File: config.mk
export PLATFORM = sky130hd
export DESIGN_NAME = pmt_master
export DESIGN_NICKNAME = d
export VERILOG_FILES = /design/src/rtl/pmt_pkg.sv /design/src/rtl/pmt_master.sv /design/src/rtl/pmt_sync.sv /design/src/rtl/pmt_timer.sv
export SDC_FILE = /design/constraint.sdc
export NUM_CORES = 1
export LEC_CHECK = 0
export BUFFER_PORTS_ARGS = -buffer_cell sky130_fd_sc_hd__buf_2
export CORE_MARGIN = 1.5
export CORE_UTILIZATION = 50
export CTS_BUF_LIST = sky130_fd_sc_hd__clkbuf_16
export CTS_CLUSTER_SIZE = 24
export DETAILED_ROUTE_END_ITERATION = 7
export GPL_ROUTABILITY_DRIVEN = 0
export PLACE_DENSITY = 0.8
export REMOVE_ABC_BUFFERS = 1
export SYNTH_ARGS = -nofsm -noshare
export SYNTH_HDL_FRONTEND = slang
export SYNTH_HIERARCHICAL = 1
export SYNTH_SLANG_ARGS = --single-unit
export TNS_END_PERCENT = 100
File: constraint.sdc
create_clock -name I_MCLK -period 4.4 [get_ports I_MCLK]
set_input_delay 0.44 -clock I_MCLK [delete_from_list [all_inputs] [get_ports I_MCLK]]
set_output_delay 0.44 -clock I_MCLK [all_outputs]
set_load 0.02 [all_outputs]
File: src/rtl/pmt_pkg.sv
// Package with the constants and types of the bus-master termination engine.
package pmt_pkg;

  // Register byte offsets on the plain register port.
  localparam logic [7:0] STAT_A_OFS   = 8'h04;  // Status of the disk function.
  localparam logic [7:0] STAT_B_OFS   = 8'h08;  // Status of the network function.
  localparam logic [7:0] LAT_OFS      = 8'h0C;  // Latency timer, fixed value.
  localparam logic [7:0] CTRL_OFS     = 8'h10;  // Re-initialise control.
  localparam logic [7:0] INFO_OFS     = 8'h14;  // Engine state and halt flags.
  localparam logic [7:0] DMA_STAT_OFS = 8'h54;  // Disk DMA status.

  // Field positions.
  localparam int RTA_BIT       = 12;  // Received-target-abort flag.
  localparam int RMA_BIT       = 13;  // Received-master-abort flag.
  localparam int DMA_ABT_BIT   = 2;   // DMA abort flag.
  localparam int CTRL_REINIT_A = 0;   // Write one to release the disk function.
  localparam int CTRL_REINIT_B = 1;   // Write one to release the network function.

  // Reset and fixed values.
  localparam logic [1:0]  FLAG_RST = 2'h0;
  localparam logic [7:0]  LAT_VAL  = 8'h00;

  // Timing counts in clock cycles.
  localparam logic [2:0] DEVSEL_WAIT_CLK = 3'h4;  // Clocks allowed for target claim.
  localparam logic [2:0] SYNC_LAT_CLK    = 3'h2;  // Delay of the input synchroniser.
  localparam logic [2:0] DEVSEL_LOAD     = DEVSEL_WAIT_CLK + SYNC_LAT_CLK;
  localparam logic [2:0] REREQ_GAP_CLK   = 3'h2;  // Timer load for the re-request wait, which lasts three clocks.

  // Bus commands and byte enables.
  localparam logic [3:0] CMD_MEM_RD      = 4'h6;
  localparam logic [3:0] CMD_MEM_WR      = 4'h7;
  localparam logic [3:0] CMD_MEM_RD_LINE = 4'hE;
  localparam logic [3:0] CBE_ALL         = 4'h0;
  localparam logic [31:0] ADDR_STEP      = 32'h0000_0004;

  // Function numbers.
  localparam logic FN_DISK = 1'b0;
  localparam logic FN_NET  = 1'b1;

  // Engine states, Gray coded along the usual path.
  typedef enum logic [2:0] {
    ST_IDLE = 3'b000,
    ST_REQ  = 3'b001,
    ST_ADDR = 3'b011,
    ST_DATA = 3'b010,
    ST_FEND = 3'b110,
    ST_GAP  = 3'b111,
    ST_WAIT = 3'b101
  } pmt_state_e;

  // Reason that ended the last bus tenure.
  typedef enum logic [2:0] {
    END_DONE = 3'h0,
    END_NEXT = 3'h1,
    END_PRE  = 3'h2,
    END_DISC = 3'h3,
    END_TABT = 3'h4,
    END_MABT = 3'h5
  } pmt_end_e;

endpackage : pmt_pkg

File: src/rtl/pmt_master.sv
// Bus-master termination engine for the disk and network functions.
// How it works
// Master always ends with FRAME and IRDY released.
// STOP with TRDY counts the last word.
// FRAME drops after STOP, IRDY one clock later.
// More data: ask again two clocks later; the code requests again only after a three-clock wait.
// STOP without TRDY: retry same address later.
// Target abort is DEVSEL then STOP.
// Target abort resets and stops network function.
// Disk target abort sets DMA abort flag.
// Target abort sets received-target-abort flag.
// FRAME drops between address phases.
// Arbiter may remove grant while FRAME high.
// Grant lost between phases: finish, release.
// Grant lost in burst: finish word, release.
// Latency timer always reads zero.
// Preempted master keeps its request asserted.
// No DEVSEL in four clocks: master abort.
// Master abort resets and stops network function.
// Disk master abort sets DMA abort flag.
// Master abort sets received-master-abort flag.
// Aborted function idles until software re-initialises.
//
// Chosen here: the address-and-strobe port and the register offsets.
`timescale 1ns/1ps
module pmt_master
  import pmt_pkg::*;
(
  // Clock and reset.
  input  wire logic        I_MCLK,
  input  wire logic        I_SRST,
  // Transfer requests from the DMA engines.
  input  wire logic        I_START,
  input  wire logic        I_FN,
  input  wire logic [31:0] I_ADDR,
  input  wire logic [7:0]  I_WORDS,
  input  wire logic        I_WRITE,
  input  wire logic        I_BURST,
  input  wire logic [31:0] I_WDATA,
  output logic             O_BUSY,
  output logic             O_WORD_ACK,
  output logic [31:0]      O_RDATA,
  output logic             O_DONE,
  // Fatal-error side effects.
  output logic             O_NET_RESET,
  output logic             O_NET_HALT,
  // Bus pins, active low, with enables low while driving.
  input  wire logic [1:0]  I_GNT_N,
  input  wire logic        I_DEVSEL_N,
  input  wire logic        I_TRDY_N,
  input  wire logic        I_STOP_N,
  input  wire logic [31:0] I_AD,
  output logic [1:0]       O_REQ_N,
  output logic             O_FRAME_N,
  output logic             O_FRAME_OE_N,
  output logic             O_IRDY_N,
  output logic             O_IRDY_OE_N,
  output logic [31:0]      O_AD,
  output logic             O_AD_OE_N,
  output logic [3:0]       O_CBE_N,
  output logic             O_CBE_OE_N,
  // Register port.
  input  wire logic [7:0]  I_REG_ADDR,
  input  wire logic [31:0] I_REG_WDATA,
  input  wire logic        I_REG_WR,
  input  wire logic        I_REG_RD,
  output logic [31:0]      O_REG_RDATA
);

  ////////////////////////////////////////////////////////////////////////////
  // Declarations.
  pmt_state_e  state_r;        // Engine state.
  pmt_state_e  state_nxt;      // Its next value.
  pmt_end_e    end_r;          // Why the tenure ended.
  pmt_end_e    end_nxt;        // Reason found in this data cycle.
  logic [31:0] addr_r;         // Address of the next untransferred word.
  logic [7:0]  words_r;        // Words still to move.
  logic        fn_r;           // Function that owns the transfer.
  logic        write_r;        // Direction of the transfer.
  logic        burst_r;        // Burst or single-word phases.
  logic        seen_r;         // Target claimed this address phase.
  logic [1:0]  halted_r;       // Per function, blocked after an abort.
  logic [1:0]  rta_r;          // Received-target-abort per function.
  logic [1:0]  rma_r;          // Received-master-abort per function.
  logic        dma_abt_r;      // Disk DMA abort flag.
  logic [31:0] ad_r;           // Address or write data driven out.
  logic [3:0]  cbe_r;          // Command or byte enables driven out.
  logic [31:0] rdata_r;        // Last word read.
  logic        ack_r;          // One-cycle word strobe.
  logic        done_r;         // One-cycle completion strobe.
  logic        netrst_r;       // One-cycle network reset strobe.
  logic [31:0] reg_rdata_r;    // Register read data.
  logic [36:0] sync_q;         // Synchronised pins.
  logic [1:0]  gnt_n_s;        // Grants, active low.
  logic        devsel;         // Target claim.
  logic        trdy;           // Target ready.
  logic        stop;           // Target stop.
  logic [31:0] ad_s;           // Read data on the bus.
  logic        gnt_ok;         // Grant of the owning function.
  logic        word;           // A data phase completes now.
  logic        last;           // It is the final word.
  logic        tabt;           // Target abort seen.
  logic        mabt;           // Master abort due.
  logic        leave;          // The data phase ends now.
  logic        abort;          // Either abort fires now.
  logic        tmr_load;       // Start the shared timer.
  logic [2:0]  tmr_val;        // Count for the timer.
  logic        tmr_done;       // Timer ran out.
  logic        wr_clr;         // Write strobe of the control register.
  logic [1:0]  stat_clr;       // Write-one-to-clear per status register.

  ////////////////////////////////////////////////////////////////////////////
  // Pin synchronisation and helpers.
  // Every pin crosses two flops; the engine therefore reacts two clocks late,
  // which the devsel window compensates for.
  pmt_sync #(.W(37)) u_sync (
    .i_clk  (I_MCLK),
    .i_srst (I_SRST),
    .i_d    ({I_GNT_N, I_DEVSEL_N, I_TRDY_N, I_STOP_N, I_AD}),
    .o_q    (sync_q)
  );
  assign gnt_n_s = sync_q[36:35];
  assign devsel  = !sync_q[34];
  assign trdy    = !sync_q[33];
  assign stop    = !sync_q[32];
  assign ad_s    = sync_q[31:0];
  assign gnt_ok  = !gnt_n_s[fn_r];

  // One timer serves the devsel window and the re-request gap; they never overlap.
  pmt_timer u_tmr (
    .i_clk  (I_MCLK),
    .i_srst (I_SRST),
    .i_load (tmr_load),
    .i_val  (tmr_val),
    .o_done (tmr_done)
  );

  ////////////////////////////////////////////////////////////////////////////
  // Termination decisions in the data phase.
  always_comb begin
    word  = (state_r == ST_DATA) && trdy;
    last  = (words_r == 8'h01);
    tabt  = (state_r == ST_DATA) && stop && !devsel && seen_r;
    mabt  = (state_r == ST_DATA) && !seen_r && !devsel && tmr_done;
    abort = tabt || mabt;
    leave = 1'b0;
    end_nxt = end_r;
    if (mabt) begin
      leave   = 1'b1;
      end_nxt = END_MABT;
    end else if (tabt) begin
      leave   = 1'b1;
      end_nxt = END_TABT;
    end else if ((state_r == ST_DATA) && stop) begin
      // A word moved beside STOP still counts.
      leave   = 1'b1;
      end_nxt = (trdy && last) ? END_DONE : END_DISC;
    end else if (word && last) begin
      leave   = 1'b1;
      end_nxt = END_DONE;
    end else if (word && !burst_r) begin
      leave   = 1'b1;
      end_nxt = END_NEXT;
    end else if (word && !gnt_ok) begin
      leave   = 1'b1;
      end_nxt = END_PRE;
    end
  end

  ////////////////////////////////////////////////////////////////////////////
  // Next-state logic.
  always_comb begin
    state_nxt = state_r;
    tmr_load  = 1'b0;
    tmr_val   = DEVSEL_LOAD;
    unique case (state_r)
      ST_IDLE: begin
        // A halted function is refused until software releases it.
        if (I_START && !halted_r[I_FN]) begin
          state_nxt = ST_REQ;
        end
      end
      ST_REQ: begin
        if (gnt_ok) begin
          state_nxt = ST_ADDR;
        end
      end
      ST_ADDR: begin
        tmr_load  = 1'b1;
        state_nxt = ST_DATA;
      end
      ST_DATA: begin
        if (leave) begin
          state_nxt = ST_FEND;
        end
      end
      ST_FEND: begin
        state_nxt = ST_GAP;
      end
      ST_GAP: begin
        unique case (end_r)
          END_PRE:  state_nxt = ST_REQ;
          END_NEXT: state_nxt = gnt_ok ? ST_ADDR : ST_REQ;
          END_DISC: begin
            if (words_r != 8'h00) begin
              tmr_load  = 1'b1;
              tmr_val   = REREQ_GAP_CLK;
              state_nxt = ST_WAIT;
            end else begin
              state_nxt = ST_IDLE;
            end
          end
          default:  state_nxt = ST_IDLE;  // Done or aborted, no retry.
        endcase
      end
      ST_WAIT: begin
        if (tmr_done) begin
          state_nxt = ST_REQ;
        end
      end
      default: state_nxt = ST_IDLE;
    endcase
  end

  // State register.
  always_ff @(posedge I_MCLK) begin
    if (I_SRST) begin
      state_r <= ST_IDLE;
      end_r   <= END_DONE;
    end else begin
      state_r <= state_nxt;
      end_r   <= end_nxt;
    end
  end

  ////////////////////////////////////////////////////////////////////////////
  // Transfer bookkeeping.
  always_ff @(posedge I_MCLK) begin
    if (I_SRST) begin
      addr_r  <= 32'h0000_0000;
      words_r <= 8'h00;
      fn_r    <= FN_DISK;
      write_r <= 1'b0;
      burst_r <= 1'b0;
    end else if ((state_r == ST_IDLE) && (state_nxt == ST_REQ)) begin
      addr_r  <= I_ADDR;
      words_r <= I_WORDS;
      fn_r    <= I_FN;
      write_r <= I_WRITE;
      burst_r <= I_BURST;
    end else if (word) begin
      // Resume point is always the next untransferred word.
      addr_r  <= addr_r + ADDR_STEP;
      words_r <= words_r - 8'h01;
    end
  end

  // Target claim tracking, restarted with each address phase.
  always_ff @(posedge I_MCLK) begin
    if (I_SRST || (state_r == ST_ADDR)) begin
      seen_r <= 1'b0;
    end else if ((state_r == ST_DATA) && devsel) begin
      seen_r <= 1'b1;
    end
  end

  // Address, command and data driven onto the bus.
  always_ff @(posedge I_MCLK) begin
    if (I_SRST) begin
      ad_r  <= 32'h0000_0000;
      cbe_r <= CBE_ALL;
    end else if (state_nxt == ST_ADDR) begin
      ad_r  <= addr_r;
      cbe_r <= write_r ? CMD_MEM_WR : (burst_r ? CMD_MEM_RD_LINE : CMD_MEM_RD);
    end else if ((state_r == ST_ADDR) || word) begin
      ad_r  <= write_r ? I_WDATA : ad_r;
      cbe_r <= CBE_ALL;
    end
  end

  // Read capture and user strobes.
  always_ff @(posedge I_MCLK) begin
    if (I_SRST) begin
      rdata_r <= 32'h0000_0000;
      ack_r   <= 1'b0;
      done_r  <= 1'b0;
    end else begin
      if (word && !write_r) begin
        rdata_r <= ad_s;
      end
      ack_r  <= word;
      done_r <= (state_r == ST_GAP) && (state_nxt == ST_IDLE) && (end_r < END_TABT);
    end
  end

  ////////////////////////////////////////////////////////////////////////////
  // Abort side effects; a set in the same cycle as a clear wins.
  assign wr_clr   = I_REG_WR && (I_REG_ADDR == CTRL_OFS);
  assign stat_clr = {I_REG_WR && (I_REG_ADDR == STAT_B_OFS),
                     I_REG_WR && (I_REG_ADDR == STAT_A_OFS)};

  always_ff @(posedge I_MCLK) begin
    if (I_SRST) begin
      rta_r     <= FLAG_RST;
      rma_r     <= FLAG_RST;
      halted_r  <= FLAG_RST;
      dma_abt_r <= 1'b0;
      netrst_r  <= 1'b0;
    end else begin
      for (int f = 0; f < 2; f++) begin
        if (abort && (fn_r == f[0])) begin
          rta_r[f]    <= rta_r[f] | tabt;
          rma_r[f]    <= rma_r[f] | mabt;
          halted_r[f] <= 1'b1;
        end else begin
          if (stat_clr[f]) begin
            rta_r[f] <= rta_r[f] & ~I_REG_WDATA[RTA_BIT];
            rma_r[f] <= rma_r[f] & ~I_REG_WDATA[RMA_BIT];
          end
          if (wr_clr && I_REG_WDATA[CTRL_REINIT_A + f]) begin
            halted_r[f] <= 1'b0;
          end
        end
      end
      // Disk aborts raise no interrupt; besides their status and halt flags they set this flag.
      if (abort && (fn_r == FN_DISK)) begin
        dma_abt_r <= 1'b1;
      end else if (I_REG_WR && (I_REG_ADDR == DMA_STAT_OFS) && I_REG_WDATA[DMA_ABT_BIT]) begin
        dma_abt_r <= 1'b0;
      end
      netrst_r <= abort && (fn_r == FN_NET);
    end
  end

  ////////////////////////////////////////////////////////////////////////////
  // Register read port; unmapped offsets read zero.
  always_ff @(posedge I_MCLK) begin
    if (I_SRST) begin
      reg_rdata_r <= 32'h0000_0000;
    end else if (I_REG_RD) begin
      unique case (I_REG_ADDR)
        STAT_A_OFS:   reg_rdata_r <= {18'h0, rma_r[0], rta_r[0], 12'h0};
        STAT_B_OFS:   reg_rdata_r <= {18'h0, rma_r[1], rta_r[1], 12'h0};
        LAT_OFS:      reg_rdata_r <= {24'h0, LAT_VAL};
        INFO_OFS:     reg_rdata_r <= {27'h0, halted_r, state_r};
        DMA_STAT_OFS: reg_rdata_r <= {29'h0, dma_abt_r, 2'h0};
        default:      reg_rdata_r <= 32'h0000_0000;
      endcase
    end
  end

  ////////////////////////////////////////////////////////////////////////////
  // Pin and user outputs.
  always_comb begin
    O_REQ_N = 2'h3;
    // Request is raised again from the end of a preempted tenure.
    if ((state_r == ST_REQ) ||
        (((state_r == ST_FEND) || (state_r == ST_GAP)) && (end_r == END_PRE))) begin
      O_REQ_N[fn_r] = 1'b0;
    end
  end
  assign O_FRAME_N    = !((state_r == ST_ADDR) || (state_r == ST_DATA));
  assign O_IRDY_N     = !((state_r == ST_DATA) || (state_r == ST_FEND));
  // Both lines are driven high for one idle clock before release.
  assign O_FRAME_OE_N = !((state_r == ST_ADDR) || (state_r == ST_DATA) ||
                          (state_r == ST_FEND) || (state_r == ST_GAP));
  assign O_IRDY_OE_N  = O_FRAME_OE_N;
  assign O_AD         = ad_r;
  assign O_AD_OE_N    = !((state_r == ST_ADDR) || ((state_r == ST_DATA) && write_r));
  assign O_CBE_N      = cbe_r;
  assign O_CBE_OE_N   = !((state_r == ST_ADDR) || (state_r == ST_DATA));
  assign O_BUSY       = (state_r != ST_IDLE);
  assign O_WORD_ACK   = ack_r;
  assign O_RDATA      = rdata_r;
  assign O_DONE       = done_r;
  assign O_NET_RESET  = netrst_r;
  assign O_NET_HALT   = halted_r[FN_NET];
  assign O_REG_RDATA  = reg_rdata_r;
endmodule : pmt_master

File: src/rtl/pmt_sync.sv
// Two-flop synchroniser for a group of asynchronous pin inputs.
`timescale 1ns/1ps
module pmt_sync #(
  parameter int W = 1
) (
  // Clock and reset.
  input  wire logic         i_clk,
  input  wire logic         i_srst,
  // Raw and synchronised levels.
  input  wire logic [W-1:0] i_d,
  output logic      [W-1:0] o_q
);
  genvar g;
  // One pair of flops per bit; idle bus lines are high, so reset to one.
  generate
    for (g = 0; g < W; g = g + 1) begin : g_bit
      logic meta_r;  // Read only by the second flop.
      logic hold_r;  // Safe copy.
      always_ff @(posedge i_clk) begin
        if (i_srst) begin
          meta_r <= 1'b1;
          hold_r <= 1'b1;
        end else begin
          meta_r <= i_d[g];
          hold_r <= meta_r;
        end
      end
      assign o_q[g] = hold_r;
    end
  endgenerate
endmodule : pmt_sync

File: src/rtl/pmt_timer.sv
// Small down counter that flags when a loaded number of clocks has passed.
`timescale 1ns/1ps
module pmt_timer (
  // Clock and reset.
  input  wire logic       i_clk,
  input  wire logic       i_srst,
  // Load strobe and count.
  input  wire logic       i_load,
  input  wire logic [2:0] i_val,
  // Level, high once the count has run out.
  output logic            o_done
);
  logic [2:0] cnt_r;  // Remaining clocks.
  logic       run_r;  // Set by a load, cleared only by reset.

  // A load restarts the count; otherwise count down to zero and stay.
  always_ff @(posedge i_clk) begin
    if (i_srst) begin
      cnt_r <= 3'h0;
      run_r <= 1'b0;
    end else if (i_load) begin
      cnt_r <= i_val;
      run_r <= 1'b1;
    end else if (cnt_r != 3'h0) begin
      cnt_r <= cnt_r - 3'h1;
    end
  end

  assign o_done = run_r && (cnt_r == 3'h0);
endmodule : pmt_timer

==> impl_metrics.json <==
{
  "worst_slack_ps": 1517,
  "tritoncts": "yes",
  "worst_slew_pin_slew_ps": 1367,
  "preCtsSetupSlack_ps": 1511,
  "cts_resized": 0,
  "period_needed_ps": 2883,
  "die_area_um2": 19060,
  "cts_root_buffer": "clkbuf_16",
  "grt_pass1_wl_um": 35450,
  "yosysWarnings": 6,
  "ys_async_sr_fraction_pct": 0,
  "cp-start-kind": "flip-flop",
  "cp.required_ps": 4800,
  "place.detailed.hpwl_um": 14360,
  "nNetsFinal": 1324,
  "reg2regPathDepth": 4,
  "maxCapViolations": 0,
  "yosysSeqAreaShare_pct": 46.53,
  "htreeDepth": 1,
  "synth_common_cells": "dfxtp_1 (212), nand2_1 (115), a21oi_1 (73)",
  "io_buffers": 217,
  "core_um2": 17900,
  "die_w_um": 138.1,
  "die_h_um": 138.1,
  "finalSetupTns_ps": 0,
  "drt-pass1-iter-count": 5,
  "cellPowerDensity_nw_per_um2": 416.4,
  "arrival_ps": 3290,
  "synth_edf_count": 0,
  "syn_area_per_cell_um2": 8.978,
  "relSlewSlack_pct": 8.899,
  "ir_drop_mv": 0.3883,
  "ant_nets": 0,
  "finalHoldViolations": 0,
  "yosysMostFrequentCell": "dfxtp_1",
  "clock.fmax_mhz": 346.8,
  "num_vias": 7626,
  "finalClockSkew_ps": 13.18,
  "crit_buf_inv": 0,
  "slew_violations": 0,
  "wl_um": 21630,
  "drive_gt1_share_pct": 24.09,
  "setup_viol": 0,
  "rows": 49,
  "cp.depth": 4,
  "syn_inst": 1016,
  "drt-initial-drc-count": 553,
  "antenna_found_initial": 1,
  "period_share_pct": 65.53,
  "synth_top_area_share_pct": 46.53,
  "outcome": "completed",
  "netlist_area_um2": 9121,
  "leakagePower_nw": 4.373,
  "boundaryPins": 270,
  "grt_max_degree": 116,
  "area_growth_syn_to_layout_pct": 15.91,
  "rrSetupSlack_ps": 1520,
  "cts_buffers": 22,
  "viasPerCell": 5.428,
  "grt_usage_pct": 21.99,
  "avgRoutedWirePerCell_um": 15.40,
  "crit_fanout": 16,
  "postCtsSetupBuffers": 0,
  "rsz0062_at_grt": "false",
  "clkSinkCount": 212,
  "hold_class": "in2reg",
  "path_clk_slew_ps": 60,
  "yosys-top-cells-area": "dfxtp_1 (47%), buf_4 (5.4%), nand2_1 (4.7%)",
  "holdPathStages": 2,
  "ys_seq_elements": 212,
  "endpoint_kind": "flip-flop",
  "synth_top_area_cell": "dfxtp_1",
  "grt_pass1_vias": 7177,
  "path_delay_family": "simple AND/OR/NAND/NOR gates",
  "totalPowerFinal_mw": 4.403,
  "slowest_stage": "nor4b_4",
  "path_cells": "nor4b_4 -> nand3_1 -> or4_1 -> a311oi_1",
  "max_stage_delay_ps": 800,
  "clk_latency_ps": 500,
  "drc": 0,
  "ctsHoldBuffers": 0,
  "initial_core_util_pct": 50.95,
  "worstSetupPathType": "reg2reg",
  "grt_remaining_overflow": 0,
  "ys_types": 63,
  "cts_max_path_buffers": 3,
  "ys.flop_type": "dfxtp_1"
}
-- layout make-up --
class	instances	area, um2
antenna	1	2.502
timing repair buffer	227	1167
inverter	20	75.07
clock buffer	23	575.6
clock inverter	15	115.1
sequential	212	4244
tap	229	286.5
multi-input combinational	678	4106
fill	1613	7330
-- worst paths after layout --
check	from	to
min	I_AD[9]	u_sync/g_bit[9].meta_r
max reg2reg	state_r[1]	addr_r[18]
min reg2reg	u_sync/g_bit[1].meta_r	u_sync/g_bit[1].hold_r
max	state_r[1]	addr_r[18]
-- report_power, final --
| part | switching [mW] | internal (mW) | leakage (nW) |
|---|---|---|---|
| registers | 0.0957 | 2.02 | 1.74 |
| logic | 0.297 | 0.209 | 2.29 |
| clock network | 0.723 | 1.05 | 0.350 |
| total | 1.12 | 3.29 | 4.37 |
-- cells in the final DEF, fill, tap and decap left out, drive strengths merged, types with 3 or more instances in the layout --
cell / count
dfxtp: 212
clkbuf: 23
o221ai: 4
buf: 227
a22o: 3
or2: 76
and3: 5
nand2b: 12
xor2: 9
clkinv: 8
o311ai: 7
a21oi: 73
nand3: 28
nor2b: 10
a22oi: 9
nand2: 115
o211ai: 11
a221oi: 4
or4: 13
and4: 4
ha: 6
o21ai: 11
nor3b: 3
nor4: 7
or3: 6
mux2i: 34
a211oi: 48
nor2: 41
conb: 27
a311oi: 7
nor4b: 9
a31oi: 14
nand4: 14
inv: 24
and2: 5
nor3: 40
-- state kept, by name, indices dropped and copies added, names as in the netlist, 2 cells and up --
name and count:
O_AD 32, end_r 3, addr_r 32, u_sync/g_bit.hold_r 37
rta_r 2, u_sync/g_bit.meta_r 37, O_RDATA 32, u_tmr/cnt_r 3
O_CBE_N 3, words_r 8, halted_r 2, state_r 3
rma_r 2, O_REG_RDATA 7
-- metal layers --
layer,up-vias,global-route usage (%),part of all wire (%)
li1,3787,-,-
met1,3543,30.91,47
met2,258,34.69,45
met3,38,3.741,6.0
met4,0,6.704,2.0
met5,-,0,0
-- worst register-to-register path, stage by stage, from the launching register on --
cell	delay, ps
dfxtp_1	670
nor4b_4	800
nand3_1	530
or4_1	540
a311oi_1	250
-- cells by family (layout without fill, tap and decap cells) --
family / Yosys count / count (layout) / share of synthesized area, %
compound gates: 202 / 202 / 14.72
xor+xnor: 10 / 10 / 0.9603
fa+ha+maj: 6 / 6 / 0.8230
buf+inv: 151 / 285 / 9.685
flops: 212 / 212 / 46.53
mux: 35 / 35 / 3.855
other cells: 2 / 28 / 0.08234
simple gates: 398 / 398 / 23.35
-- through the flow --
stage / hold slack [ps] / instance area (um2) / util (%) / instances
after floorplan: 383.2 / 8407 / - / 910
after global placement: 384.9 / 9879 / 55.19 / 1366
after detailed placement: 389.2 / 9879 / 55.19 / 1366
after CTS: 108.8 / 10570 / 59.04 / 1404
after global routing: 109.0 / 10570 / 59.06 / 1405
final: 127.0 / 10570 / 59.06 / 1405
(Power assumes the default switching activity.)
